<file path="src/design/asr_adc_defs.vh">
// register offsets, field positions, reset values and timing counts of the converter control
`ifndef ASR_ADC_DEFS_VH
`define ASR_ADC_DEFS_VH

`define ASR_OFS_CTRL0      3'h0
`define ASR_OFS_CTRL1      3'h1
`define ASR_OFS_CTRL2      3'h2
`define ASR_OFS_RES_HIGH   3'h3
`define ASR_OFS_RES_LOW    3'h4
`define ASR_OFS_INT        3'h5

// control 0 fields
`define ASR_C0_START       7
`define ASR_C0_BUSY        6
`define ASR_C0_POWER       5
`define ASR_C0_FORMAT      4
`define ASR_C0_CHAN_HI     3
`define ASR_C0_CHAN_LO     0
// control 1 fields
`define ASR_C1_SRC_HI      7
`define ASR_C1_SRC_LO      5
`define ASR_C1_REF_HI      4
`define ASR_C1_REF_LO      3
`define ASR_C1_DIV_HI      2
`define ASR_C1_DIV_LO      0
// control 2 fields
`define ASR_C2_MODE        7
`define ASR_C2_RSVD        1
`define ASR_C2_TEMP_SENSOR_ENABLE        0
// interrupt control fields
`define ASR_INT_FLAG       2
`define ASR_INT_CONV_IE    1
`define ASR_INT_GLOBAL_IE  0

`define ASR_RST_CTRL0      8'h00
`define ASR_RST_CTRL1      8'h00
`define ASR_RST_CTRL2      8'h02
`define ASR_RST_INT        3'h0

// reference selector codes
`define ASR_REF_EXT_PIN    2'b00
`define ASR_REF_SENSOR     2'b10
// source selector codes
`define ASR_SRC_EXT_A      3'b000
`define ASR_SRC_BANDGAP    3'b001
`define ASR_SRC_SENSOR     3'b010
`define ASR_SRC_AMP0       3'b011
`define ASR_SRC_AMP1       3'b100
`define ASR_SRC_LINE       3'b101
`define ASR_SRC_EXT_B      3'b110
// pin function code that turns a pin into an analog channel
`define ASR_PINSEL_ANALOG  2'b11

// converter clock periods per phase
`define ASR_SAMPLE_NORMAL  6'd4
`define ASR_SAMPLE_SENSOR  6'd46
`define ASR_CONVERT_BITS   4'd12

`endif

</file>
<file path="src/design/asr_adc_ctrl.v">
// digital control of a 12-bit successive-approximation converter: selectors, sequencer, registers
//
// Design decisions made here: the register addresses and strobed register access.
`timescale 1ns/10ps
`include "asr_adc_defs.vh"

// Functional notes
// - reference selector 00 external pin, 01/11 analog supply, 10 sensor reference.
// - analog-selected pins lose other functions and their pull-high resistor.
// - analog-selected pins override the port direction setting.
// - source 000/110: channel 0-7 connects a pin, 8-15 leaves input floating.
// - source 001..101 connect bandgap, sensor, amp0, amp1, line; channel ignored.
// - normal inputs sample 4 converter clocks and convert 12.
// - sensor output samples 46 converter clocks and converts 12.
// - conversion starts after start bit goes high then back low.
// - busy high during conversion, low at completion with valid result bytes.
// - result alignment over high and low bytes follows the format bit.
// - interrupt reaches processor only with global and conversion enables set.
// - converter operates only while its power enable bit is 1.
// - conversion runs autonomously in hardware without stalling the bus.
// - converter clock is system clock divided by 2**divide field.
// - every completion sets the request flag regardless of interrupt enable.
// - mode bit 0 normal, 1 low current mode.
module asr_adc_ctrl #(
  parameter RES_W = 12,
  parameter PINS  = 8
) (
  input  wire             clk_sys_i,
  input  wire             rst_i,
  input  wire [2:0]       addr_i,
  input  wire [7:0]       wr_data_i,
  input  wire             wr_i,
  input  wire             rd_i,
  output reg  [7:0]       rd_data_o,
  input  wire             comparator_i,
  input  wire [PINS-1:0]  pin_function_select_low_i,
  input  wire [PINS-1:0]  pin_function_select_high_i,
  input  wire [PINS-1:0]  port_output_dir_i,
  input  wire [PINS-1:0]  pullup_program_i,
  output reg  [PINS-1:0]  pin_analog_o,
  output reg  [PINS-1:0]  pin_output_en_o,
  output reg  [PINS-1:0]  pin_pullup_o,
  output reg              converter_power_o,
  output reg              low_current_mode_o,
  output reg              temp_sensor_enable_o,
  output reg              ref_ext_pin_o,
  output reg              ref_supply_o,
  output reg              ref_sensor_o,
  output reg  [PINS-1:0]  ext_channel_o,
  output reg  [4:0]       internal_source_o,
  output reg              sample_o,
  output reg  [RES_W-1:0] sar_code_o,
  output reg              irq_o
);

  localparam ST_IDLE    = 2'd0;
  localparam ST_SAMPLE  = 2'd1;
  localparam ST_CONVERT = 2'd2;

  function [PINS-1:0] onehot;
    input [3:0] sel;
    begin
      onehot = {PINS{1'b0}};
      if (sel < PINS) begin
        onehot[sel[2:0]] = 1'b1;
      end
    end
  endfunction

  function is_ext_source;
    input [2:0] src;
    begin
      is_ext_source = (src == `ASR_SRC_EXT_A) || (src == `ASR_SRC_EXT_B);
    end
  endfunction

  // one-hot connect of the internal signals; 000, 110 and the barred 111 connect none
  function [4:0] src_onehot;
    input [2:0] src;
    begin
      case (src)
        `ASR_SRC_BANDGAP: src_onehot = 5'h01;
        `ASR_SRC_SENSOR:  src_onehot = 5'h02;
        `ASR_SRC_AMP0:    src_onehot = 5'h04;
        `ASR_SRC_AMP1:    src_onehot = 5'h08;
        `ASR_SRC_LINE:    src_onehot = 5'h10;
        default:          src_onehot = 5'h00;
      endcase
    end
  endfunction

  ////////////////////////////////////////////////////////////////////////////
  // registers

  reg  [7:0]       ctrl0_reg;
  reg  [7:0]       ctrl1_reg;
  reg  [7:0]       ctrl2_reg;
  reg  [2:0]       int_reg;
  reg              start_prev_reg;
  reg              start_armed_reg;
  reg  [1:0]       state_reg;
  reg  [5:0]       cnt_reg;
  reg  [3:0]       bit_reg;
  reg  [RES_W-1:0] result_reg;
  reg              done_reg;

  wire       power_en   = ctrl0_reg[`ASR_C0_POWER];
  wire       busy       = (state_reg != ST_IDLE);
  wire [2:0] src_sel    = ctrl1_reg[`ASR_C1_SRC_HI:`ASR_C1_SRC_LO];
  wire [1:0] ref_sel    = ctrl1_reg[`ASR_C1_REF_HI:`ASR_C1_REF_LO];
  wire [3:0] chan_sel   = ctrl0_reg[`ASR_C0_CHAN_HI:`ASR_C0_CHAN_LO];
  wire       start_rise = ctrl0_reg[`ASR_C0_START] && !start_prev_reg;
  wire       start_fall = start_prev_reg && !ctrl0_reg[`ASR_C0_START];
  wire       start_go   = start_armed_reg && start_fall && power_en && !busy;
  wire       tick;
  wire       wr_ctrl0   = wr_i && (addr_i == `ASR_OFS_CTRL0);
  wire       wr_ctrl1   = wr_i && (addr_i == `ASR_OFS_CTRL1);
  wire       wr_ctrl2   = wr_i && (addr_i == `ASR_OFS_CTRL2);
  wire       wr_int     = wr_i && (addr_i == `ASR_OFS_INT);
  wire [7:0] res_high;
  wire [7:0] res_low;

  // format 0 puts the top eight bits in the high byte, format 1 right-justifies
  assign res_high = ctrl0_reg[`ASR_C0_FORMAT] ? {4'h0, result_reg[11:8]} : result_reg[11:4];
  assign res_low  = ctrl0_reg[`ASR_C0_FORMAT] ? result_reg[7:0] : {result_reg[3:0], 4'h0};

  always @(posedge clk_sys_i) begin
    if (rst_i) begin
      ctrl0_reg      <= `ASR_RST_CTRL0;
      ctrl1_reg      <= `ASR_RST_CTRL1;
      ctrl2_reg      <= `ASR_RST_CTRL2;
      int_reg        <= `ASR_RST_INT;
      start_prev_reg <= 1'b0;
      start_armed_reg <= 1'b0;
    end else begin
      start_prev_reg <= ctrl0_reg[`ASR_C0_START];
      // a pulse whose rising half fell inside a conversion is dropped whole
      if (busy || start_fall) begin
        start_armed_reg <= 1'b0;
      end else if (start_rise) begin
        start_armed_reg <= 1'b1;
      end
      if (wr_ctrl0) begin
        ctrl0_reg <= wr_data_i;
      end
      if (wr_ctrl1) begin
        ctrl1_reg <= wr_data_i;
      end
      if (wr_ctrl2) begin
        ctrl2_reg <= {wr_data_i[`ASR_C2_MODE], 5'h00, wr_data_i[`ASR_C2_RSVD:`ASR_C2_TEMP_SENSOR_ENABLE]};
      end
      if (wr_int) begin
        int_reg[`ASR_INT_CONV_IE:`ASR_INT_GLOBAL_IE] <= wr_data_i[`ASR_INT_CONV_IE:`ASR_INT_GLOBAL_IE];
      end
      // a completion in the clearing cycle wins over the clear
      if (done_reg) begin
        int_reg[`ASR_INT_FLAG] <= 1'b1;
      end else if (wr_int) begin
        int_reg[`ASR_INT_FLAG] <= wr_data_i[`ASR_INT_FLAG];
      end
    end
  end

  ////////////////////////////////////////////////////////////////////////////
  // sequencer: sample phase, then one SAR bit per converter clock

  asr_clk_div u_clk_div (
    .clk_sys_i (clk_sys_i),
    .rst_i     (rst_i),
    .restart_i (start_go),
    .divide_i  (ctrl1_reg[`ASR_C1_DIV_HI:`ASR_C1_DIV_LO]),
    .tick_o    (tick)
  );

  always @(posedge clk_sys_i) begin
    if (rst_i) begin
      state_reg  <= ST_IDLE;
      cnt_reg    <= 6'd0;
      bit_reg    <= 4'd0;
      result_reg <= {RES_W{1'b0}};
      sar_code_o <= {RES_W{1'b0}};
      sample_o   <= 1'b0;
      done_reg   <= 1'b0;
    end else begin
      done_reg <= 1'b0;
      case (state_reg)
        ST_IDLE: begin
          if (start_go) begin
            state_reg <= ST_SAMPLE;
            sample_o  <= 1'b1;
            // sample length is fixed at start so a selector change cannot stretch it
            cnt_reg   <= (src_sel == `ASR_SRC_SENSOR) ? `ASR_SAMPLE_SENSOR : `ASR_SAMPLE_NORMAL;
          end
        end
        ST_SAMPLE: begin
          if (tick) begin
            if (cnt_reg == 6'd1) begin
              state_reg  <= ST_CONVERT;
              sample_o   <= 1'b0;
              bit_reg    <= `ASR_CONVERT_BITS - 4'd1;
              sar_code_o <= {1'b1, {(RES_W-1){1'b0}}};
            end else begin
              cnt_reg <= cnt_reg - 6'd1;
            end
          end
        end
        ST_CONVERT: begin
          if (tick) begin
            // keep the trial bit when the input is above the trial level
            if (!comparator_i) begin
              sar_code_o[bit_reg] <= 1'b0;
            end
            if (bit_reg == 4'd0) begin
              state_reg  <= ST_IDLE;
              result_reg <= {sar_code_o[RES_W-1:1], sar_code_o[0] & comparator_i};
              done_reg   <= 1'b1;
            end else begin
              bit_reg                       <= bit_reg - 4'd1;
              sar_code_o[bit_reg - 4'd1]    <= 1'b1;
            end
          end
        end
        default: begin
          state_reg <= ST_IDLE;
        end
      endcase
      // losing power abandons a conversion; the old result stays
      if (!power_en) begin
        state_reg <= ST_IDLE;
        sample_o  <= 1'b0;
      end
    end
  end

  ////////////////////////////////////////////////////////////////////////////
  // analog selectors and pin control, all registered

  always @(posedge clk_sys_i) begin
    if (rst_i) begin
      converter_power_o    <= 1'b0;
      low_current_mode_o   <= 1'b0;
      temp_sensor_enable_o <= 1'b0;
      ref_ext_pin_o        <= 1'b0;
      ref_supply_o         <= 1'b0;
      ref_sensor_o         <= 1'b0;
      ext_channel_o        <= {PINS{1'b0}};
      internal_source_o    <= 5'h00;
      irq_o                <= 1'b0;
    end else begin
      converter_power_o    <= power_en;
      low_current_mode_o   <= ctrl2_reg[`ASR_C2_MODE];
      temp_sensor_enable_o <= ctrl2_reg[`ASR_C2_TEMP_SENSOR_ENABLE];
      ref_ext_pin_o        <= (ref_sel == `ASR_REF_EXT_PIN);
      ref_sensor_o         <= (ref_sel == `ASR_REF_SENSOR);
      ref_supply_o         <= ref_sel[0];
      ext_channel_o        <= is_ext_source(src_sel) ? onehot(chan_sel) : {PINS{1'b0}};
      internal_source_o    <= src_onehot(src_sel);
      irq_o                <= int_reg[`ASR_INT_FLAG] && int_reg[`ASR_INT_CONV_IE] && int_reg[`ASR_INT_GLOBAL_IE];
    end
  end

  wire [PINS-1:0] pin_is_analog;

  genvar gi;
  generate
    for (gi = 0; gi < PINS; gi = gi + 1) begin : g_pin
      assign pin_is_analog[gi] = ({pin_function_select_high_i[gi], pin_function_select_low_i[gi]} == `ASR_PINSEL_ANALOG);
    end
  endgenerate

  always @(posedge clk_sys_i) begin
    if (rst_i) begin
      pin_analog_o    <= {PINS{1'b0}};
      pin_output_en_o <= {PINS{1'b0}};
      pin_pullup_o    <= {PINS{1'b0}};
    end else begin
      pin_analog_o    <= pin_is_analog;
      pin_output_en_o <= port_output_dir_i & ~pin_is_analog;
      pin_pullup_o    <= pullup_program_i & ~pin_is_analog;
    end
  end

  ////////////////////////////////////////////////////////////////////////////
  // read port: data one cycle after the strobe, zero otherwise

  always @(posedge clk_sys_i) begin
    if (rst_i) begin
      rd_data_o <= 8'h00;
    end else if (rd_i) begin
      case (addr_i)
        `ASR_OFS_CTRL0:    rd_data_o <= {ctrl0_reg[7], busy, ctrl0_reg[5:0]};
        `ASR_OFS_CTRL1:    rd_data_o <= ctrl1_reg;
        `ASR_OFS_CTRL2:    rd_data_o <= ctrl2_reg;
        `ASR_OFS_RES_HIGH: rd_data_o <= res_high;
        `ASR_OFS_RES_LOW:  rd_data_o <= res_low;
        `ASR_OFS_INT:      rd_data_o <= {5'h00, int_reg};
        default:           rd_data_o <= 8'h00;
      endcase
    end else begin
      rd_data_o <= 8'h00;
    end
  end

endmodule // asr_adc_ctrl

</file>
<file path="src/design/asr_clk_div.v">
// converter clock enable divider: one pulse every 2**divide system clocks
`timescale 1ns/10ps

module asr_clk_div #(
  parameter CNT_W = 7
) (
  input  wire       clk_sys_i,
  input  wire       rst_i,
  input  wire       restart_i,
  input  wire [2:0] divide_i,
  output wire       tick_o
);

  reg  [CNT_W-1:0] cnt_reg;
  wire [CNT_W-1:0] mask;

  // low bits that must all be ones before the tick; divide 000 ticks every cycle
  assign mask   = ~({CNT_W{1'b1}} << divide_i);
  assign tick_o = ((cnt_reg & mask) == mask);

  always @(posedge clk_sys_i) begin
    if (rst_i || restart_i) begin
      cnt_reg <= {CNT_W{1'b0}};
    end else begin
      cnt_reg <= cnt_reg + {{(CNT_W-1){1'b0}}, 1'b1};
    end
  end

endmodule // asr_clk_div

</file>
<file path="config.mk">
export PLATFORM = sky130hd
export DESIGN_NAME = asr_adc_ctrl
export DESIGN_NICKNAME = d
export VERILOG_FILES = /design/src/design/asr_adc_ctrl.v /design/src/design/asr_clk_div.v
export VERILOG_INCLUDE_DIRS = /design/src /design/src/design
export SDC_FILE = /design/constraint.sdc
export NUM_CORES = 1
export LEC_CHECK = 0
export BUFFER_PORTS_ARGS = -buffer_cell sky130_fd_sc_hd__buf_2
export CORE_MARGIN = 2
export CORE_UTILIZATION = 48
export CTS_CLUSTER_SIZE = 40
export DETAILED_ROUTE_END_ITERATION = 10
export GPL_TIMING_DRIVEN = 0
export PLACE_DENSITY = 0.75
export SLEW_MARGIN = 20
export SYNTH_ARGS = -nofsm -noshare
export SYNTH_HDL_FRONTEND = slang
export SYNTH_SLANG_ARGS = --single-unit
export TNS_END_PERCENT = 1
</file>
<file path="constraint.sdc">
create_clock -name clk_sys_i -period 1.6 [get_ports clk_sys_i]
set_input_delay 0.32 -clock clk_sys_i [delete_from_list [all_inputs] [get_ports clk_sys_i]]
set_output_delay 0.32 -clock clk_sys_i [all_outputs]
set_load 0.01 [all_outputs]
</file>
# Word level (Yosys, flattened, before mapping)
# Index checks and enable logic that the tools add are counted.
[totals] ff_bits=121 latchBits=0 ramBits=0 mem_bits_ro=0 in_bits=48 out_inout_bits=65 wordCells=167 memories=0
[op_classes] addsub=3 mul=0 div_mod_pow=0 magnitude_cmp=7 eq_ne=31 shifts=1 muxes=42 bitwise_logic=15 n_reduce_logical=40
[ops] op="two-way mux 12 bit" count=8
[ops] op="one-hot mux 8 bit (6 select lines)" count=1
[ops] op="one-hot mux 5 bit (5 select lines)" count=1
[ops] op="two-way mux 6 bit" count=4
[ops] op="one-hot mux 12 bit (2 select lines)" count=1
[ops] op="== test 2 bit, second input constant" count=10
[ops] op="AND 8 bit" count=2
[ops] op="two-way mux 4 bit" count=4
[ops] op="two-way mux 8 bit" count=2
[ops] op="== test 3 bit, second input constant" count=5
[ops] op="logical AND 1 bit" count=14
[ops] op="AND 12 bit" count=1
[ops] op="== test 3 x 2 -> 1 bit, second input constant" count=4
[ops] op="inequality test 2 bit, second input constant" count=6
[ops] op="inverter 12 bit" count=1
[ops] op="OR 12 bit" count=1
[ops] op="one-hot mux 6 bit (2 select lines)" count=1
[ops] op="AND reduction 4 bit" count=3
[ops] op="< comparator 4 x 5 -> 1 bit, second input constant" count=2
[ops] op="two-way mux 2 bit" count=5
[ops] op="AND reduction 5 bit" count=2
[ops] op="two-way mux 1 bit" count=9
[ops] op="demux 1 bit (select 4 bit)" count=2
[ops] op="greater-or-equal comparator 4 x 1 -> 1 bit, second input constant" count=2
[ops] op="other kinds (30)" count=48

# Depth between registers and ports, before layout
[logic_depth] ltp_word=14 mapped_depth=8 mapped_depth_nobuf=7

# Hierarchy
# A second synthesis with hierarchy kept.
[hier_totals] cells_unflattened=537 hier_area_um2=4943.5
[modules_own_cells] module="asr_adc_ctrl" instances=1 cells_per_inst=500 area_per_inst_um2=4618.2 seq_area_each_um2=2262.2
[modules_own_cells] module="asr_clk_div" instances=1 cells_per_inst=37 area_per_inst_um2=325.3 seq_area_each_um2=140.1

# Worst setup path after synthesis
# OpenSTA, ideal clock, no wires.
[synth_path] path_kind="flip-flop to flip-flop" start="reg u_clk_div.cnt_reg[0]" end="reg result_reg[3]" setup_ps=128 arrival_ps=1544 required_time_ps=1472 path_slack_ps=-72 stages_incl_launch_ff=8 n_path_buf=1 period_less_slack_ps=1672 path_cell_list="dfxtp_1 > a21boi_2 > o221ai_2 > nand3_4 > nor3_4 > buf_12 > mux2i_1 > nor2_1"
[synth_via] elab_chain_cells=3
[synth_lines] element="start: declaration" line="asr_clk_div.v:14" rtl="reg [CNT_W-1:0] cnt_reg;"
[synth_lines] element="start signal: assignment" line="asr_clk_div.v:23" rtl="cnt_reg <= {CNT_W{1'b0}};"
[synth_lines] element="start signal: assignment" line="asr_clk_div.v:25" rtl="cnt_reg <= cnt_reg + {{(CNT_W-1){1'b0}}, 1'b1};"
[synth_lines] element="AND 7 bit" line="asr_clk_div.v:19" rtl="assign tick_o = ((cnt_reg & mask) == mask);"
[synth_lines] element="== test 7 bit" line="asr_clk_div.v:19"
[synth_lines] element="AND reduction 3 bit (no line)"
[synth_lines] element="end signal: assignment" line="asr_adc_ctrl.v:180" rtl="result_reg <= {RES_W{1'b0}};"
[synth_lines] element="end signal: assignment" line="asr_adc_ctrl.v:215" rtl="result_reg <= {sar_code_o[RES_W-1:1], sar_code_o[0] & comparator_i};"
[synth_lines] element="end: declaration" line="asr_adc_ctrl.v:104" rtl="reg [RES_W-1:0] result_reg;"
# Every way passes these cells.
# A chain may end at the register's enable or synchronous reset.

# Final worst setup path
[layout_path] start="reg ctrl1_reg[1]" end="reg cnt_reg[5]"
[layout_via] elab_chain_cells=6
[layout_lines] element="start: declaration" line="asr_adc_ctrl.v:96" rtl="reg [7:0] ctrl1_reg;"
[layout_lines] element="start signal: assignment" line="asr_adc_ctrl.v:130" rtl="ctrl1_reg <= `ASR_RST_CTRL1;"
[layout_lines] element="start signal: assignment" line="asr_adc_ctrl.v:147" rtl="ctrl1_reg <= wr_data_i;"
[layout_lines] element="left shift 7 x 3 -> 7 bit *" line="asr_clk_div.v:18" rtl="assign mask = ~({CNT_W{1'b1}} << divide_i);"
[layout_lines] element="inverter 7 bit *" line="asr_clk_div.v:18"
[layout_lines] element="AND 7 bit" line="asr_clk_div.v:19"
[layout_lines] element="== test 7 bit *" line="asr_clk_div.v:19"
[layout_lines] element="inequality test 2 bit (no line) *"
[layout_lines] element="AND reduction 4 bit (no line) *"
[layout_lines] element="end signal: assignment" line="asr_adc_ctrl.v:192" rtl="cnt_reg <= (src_sel == `ASR_SRC_SENSOR) ? `ASR_SAMPLE_SENSOR : `ASR_SAMPLE_NORMAL;"
[layout_lines] element="end signal: assignment" line="asr_adc_ctrl.v:203" rtl="cnt_reg <= cnt_reg - 6'd1;"
[layout_lines] element="end: declaration" line="asr_adc_ctrl.v:102" rtl="reg [5:0] cnt_reg;"
# Mark *: on every way between the ends. The rest lies on a longest branch, timed or not.

==> impl_summary.md <==
Status
The checks that failed: setup timing. The run finished, with violations left.

Final layout
Relative to the synthesized area, the layout overhead comes to 33.4%. The non-filler instance count after layout is slightly above 800. The layout net count is between 700 and 800. The ratio of cells with drive above 1 in the final layout is between 20% and 30%.

The number of antenna diodes in the final layout is 0. After routing the design area is between 0.006 and 0.007 mm2. The number of inserted filler cells in the final layout is between 800 and 900.

Placement
The worst setup slack after placement is -0.458 ns. The final weighted congestion in routability-driven placement is approximately 0.91. The total cell area at the placement stage is about 0.0057 mm2. Detailed placement finished with a half-perimeter wire length of between 9000 and 10000 um. The cell count after placement is 779.

The count of input and output buffers is 110.

Logic synthesis
The post-synthesis area per instance is 9.26 um2. The net count after synthesis is 588. In this run, synthesis inferred 0 flip-flops with an integrated enable.

Of all flip-flops after synthesis, the portion carrying an async set or reset was 0%. The fraction of post-synthesis cell area in the top cell type by area is between 40% and 50%. The register area share after synthesis is 48.7%.

The synthesized netlist occupies a cell area of ~0.0049 mm2. The register bit total from synthesis is 120. The number of warnings printed during yosys synthesis is 0. By count the netlist is led by dfxtp_1 (120), nor2_1 (77), nand2_1 (34). Ranked by total cell area, the synthesized netlist is headed by dfxtp_1 (49%), mux2i_1 (6.7%), nor2_1 (5.9%).

The number of instances in the synthesized netlist is 533. Among all flip-flop cells after synthesis, the most frequent one is dfxtp_1. The count of different cell masters after synthesis is between 60 and 70. The post-synthesis cell type with the largest combined area is dfxtp_1. The dominant cell by count in the synthesized netlist is dfxtp_1.

Setup path
The reg-to-reg startpoint is ctrl1_reg[1]. The maximum fanout along the worst path is 10. Data on the critical path arrives at its endpoint at between 2 and 2.5 ns. The critical path starts at ctrl1_reg[1]. The worst path required time is 1.99 ns.

The reg-to-reg setup timing slack is -0.07 ns. The sort of element at the end of the critical path is a flop. The startpoint class of the critical path is a flop.

The startpoint-to-endpoint class of the critical path is reg -> reg.

STA
The setup total negative slack is -0.826 ns. Clock skew on the completed layout was measured at 0.00751 ns. Setup repair after global routing could not meet its margin everywhere. For this run, the top clock speed supported by timing is approximately 0.6 GHz. The final worst setup slack is -0.0691 ns. Setup violations remaining at the end of the flow were counted as 21.

For the pin with the worst max-slew slack, the measured transition is around 0.67 ns. Measured against its own limit, the worst slew margin works out to a little under three fifths. Of the available clock period, the critical path in the final layout requires 104%. The final count of hold timing violations is 0. The total count of max-transition violations in the final report was 0. After layout, the minimum clock period comes to between 1.5 and 2 ns.

Floorplanning
After floorplanning, the core was divided into 37 placement rows. The floorplan step defined a die boundary enclosing 0.0111 mm2. In this run the standard cell core region covers roughly 0.010 mm2. The die span in y is around 110 um.

The total I/O pin count is between 100 and 150. The width of the die is 105 um. Once the floorplan was initialized, standard cells occupied just under 50% of the core.

Drt
After detailed routing, the average wire length per cell comes to roughly 16 um. The count of unresolved DRC violations after routing is 0. The post-detailed-route via-to-cell ratio is approximately 5.5.

The detail route stage leaves a number of antenna-violating nets equal to 0. The aggregate routed wire length is about 13000 um. After the first detailed-routing iteration, the DRC count stood at around 300. The number of vias after detailed routing is approximately 4500. For this run, the detailed router's first-pass iteration total came to 7.

Power and ir drop
The proportion of total power due to net switching is a little under a quarter. The total power divided by cell area is approximately 1100 mW/mm2. The share of total power dissipated in combinational logic is 5.6%.

Power comes to just over 7 mW. The clock network fraction of design power is 52.0%. Per report_power, the sequential group accounts for roughly 42% of the total.

The reported leakage power is around 2.8 nW. The internal power consumption is 5.60 mW. IR analysis of the VDD net gives a maximum drop of 0.000536 V. Summed over all nets, the switching power comes to about 1.7 mW.

Clocking
After clock tree synthesis, the clock-pin slew on the worst setup and hold paths is about 0.060 ns. The CTS tree is done. The root buffer cell chosen for the clock tree is clkbuf_8. The number of sinks driven by the clock tree is between 100 and 150.

In this run, CTS created clock tree buffers numbering 17. The clock passes through at most 2 buffers. Clock latency on the worst-skew pair, taken at its later pin, is 0.51 ns. The H-tree level count is 4.

Global routing
The first global-routing pass estimated approximately 21000 um of wire. The via count of the first global-routing pass is roughly 4300. The total global-route track usage is a little under a quarter. Global routing finished with a remaining overflow of 0. The number of antenna violations at the first check in global routing came to 0. Entering global routing, the biggest net connects 17 pins.

Worst hold path
The worst hold path belongs to the class in -> reg. The launch instance of the worst min-delay path is port_output_dir_i[4].

Flow run
The max-capacitance violation count is 0.
[cells by family after synthesis]
| logic type | after synthesis | synth area share [%] |
|---|---|---|
| xor+xnor | 9 | 1.60 |
| fa+ha+maj | 8 | 1.98 |
| compound gates | 101 | 13.7 |
| mux | 36 | 7.38 |
| flops | 120 | 48.7 |
| buf+inv | 42 | 3.85 |
| simple gates | 217 | 22.8 |
[final cells by class]
cell class,count,area [um2],area share (%)
multi-input cells,371,2470,37.6
flip-flops and latches,120,2420,36.8
repair buffers,125,714,10.9
clock buffers,18,418,6.35
clock inverters,14,174,2.64
well taps,136,170,2.59
plain buffers,30,168,2.55
inverters,11,41.3,0.628
[critical path, cell delays in order (launching register included)]
cell	delay (ns)
dfxtp_4	0.37
a21boi_1	0.26
o22ai_4	0.13
and3_4	0.26
a21oi_4	0.23
mux2i_1	0.22
o21ai_1	0.07
[placed cells by master, fill, tap and decap left out, types with 4 or more instances in the layout]
master and n:
a21oi_1 31, clkbuf_1 16, o21ai_1 6, nor4_1 5, nor2_1 75, inv_1 10, clkinvlp_4 4, and3_1 11
o21a_1 4, mux2i_1 33, xor2_1 4, nor3_1 11, nor4b_1 4, buf_2 117, nor2b_1 11, o21ai_0 13
xnor2_1 5, dlygate4sd3_1 6, clkbuf_16 16, nand2b_1 12, a32o_1 8, ha_1 5, buf_4 7, dfxtp_2 10
nand3_1 10, dfxtp_1 109, a32oi_1 4, and2_1 18, a31oi_1 9, nand2_1 31
[power groups by stage]
stage | sequential [mW] | combinational (mW) | clock, mW
2_1_floorplan | 3.16 | 0.181 | 0
3_3_place_gp | 3.14 | 0.360 | 0
3_5_place_dp | 3.14 | 0.370 | 0
4_1_cts | 3.08 | 0.402 | 3.80
5_1_grt | 3.09 | 0.441 | 3.97
6_report | 3.08 | 0.405 | 3.77
[routing by layer]
layer  vias up  GRT usage (%)  share of wire, %
met4         0           9.05               1.5
li1       2173              -                 -
met2       186           40.3                50
met3        23           5.57               6.3
met1      2140           29.7                42
met5         -              0                 0
[final timing paths]
check,to,cells past startpoint
worst max-delay path,cnt_reg[5],6
worst min-delay path,pin_output_en_o[4],2
worst max register to register,cnt_reg[5],6
worst min register to register,int_reg[2],2
[stage by stage]
stage / utilization, % / hold WS, ns
3_3_place_gp: 55.9 / 0.456
5_1_grt: 64.9 / 0.00172
4_1_cts: 64.5 / 0.000212
2_1_floorplan: - / 0.411
6_report: 64.9 / 0.00813
3_5_place_dp: 55.9 / 0.444
[repair_timing]
item | CTS | global route
setup endpoints to repair | 37 | 52
pin swaps | 10 | 11
hold buffers | 5 | 1
endpoints found under the hold margin | 5 | 1
resized for setup | 38 | 20
gates cloned | 1 | 0
buffers inserted | 8 | 0
No activity file was read; power rests on OpenSTA's default activity.
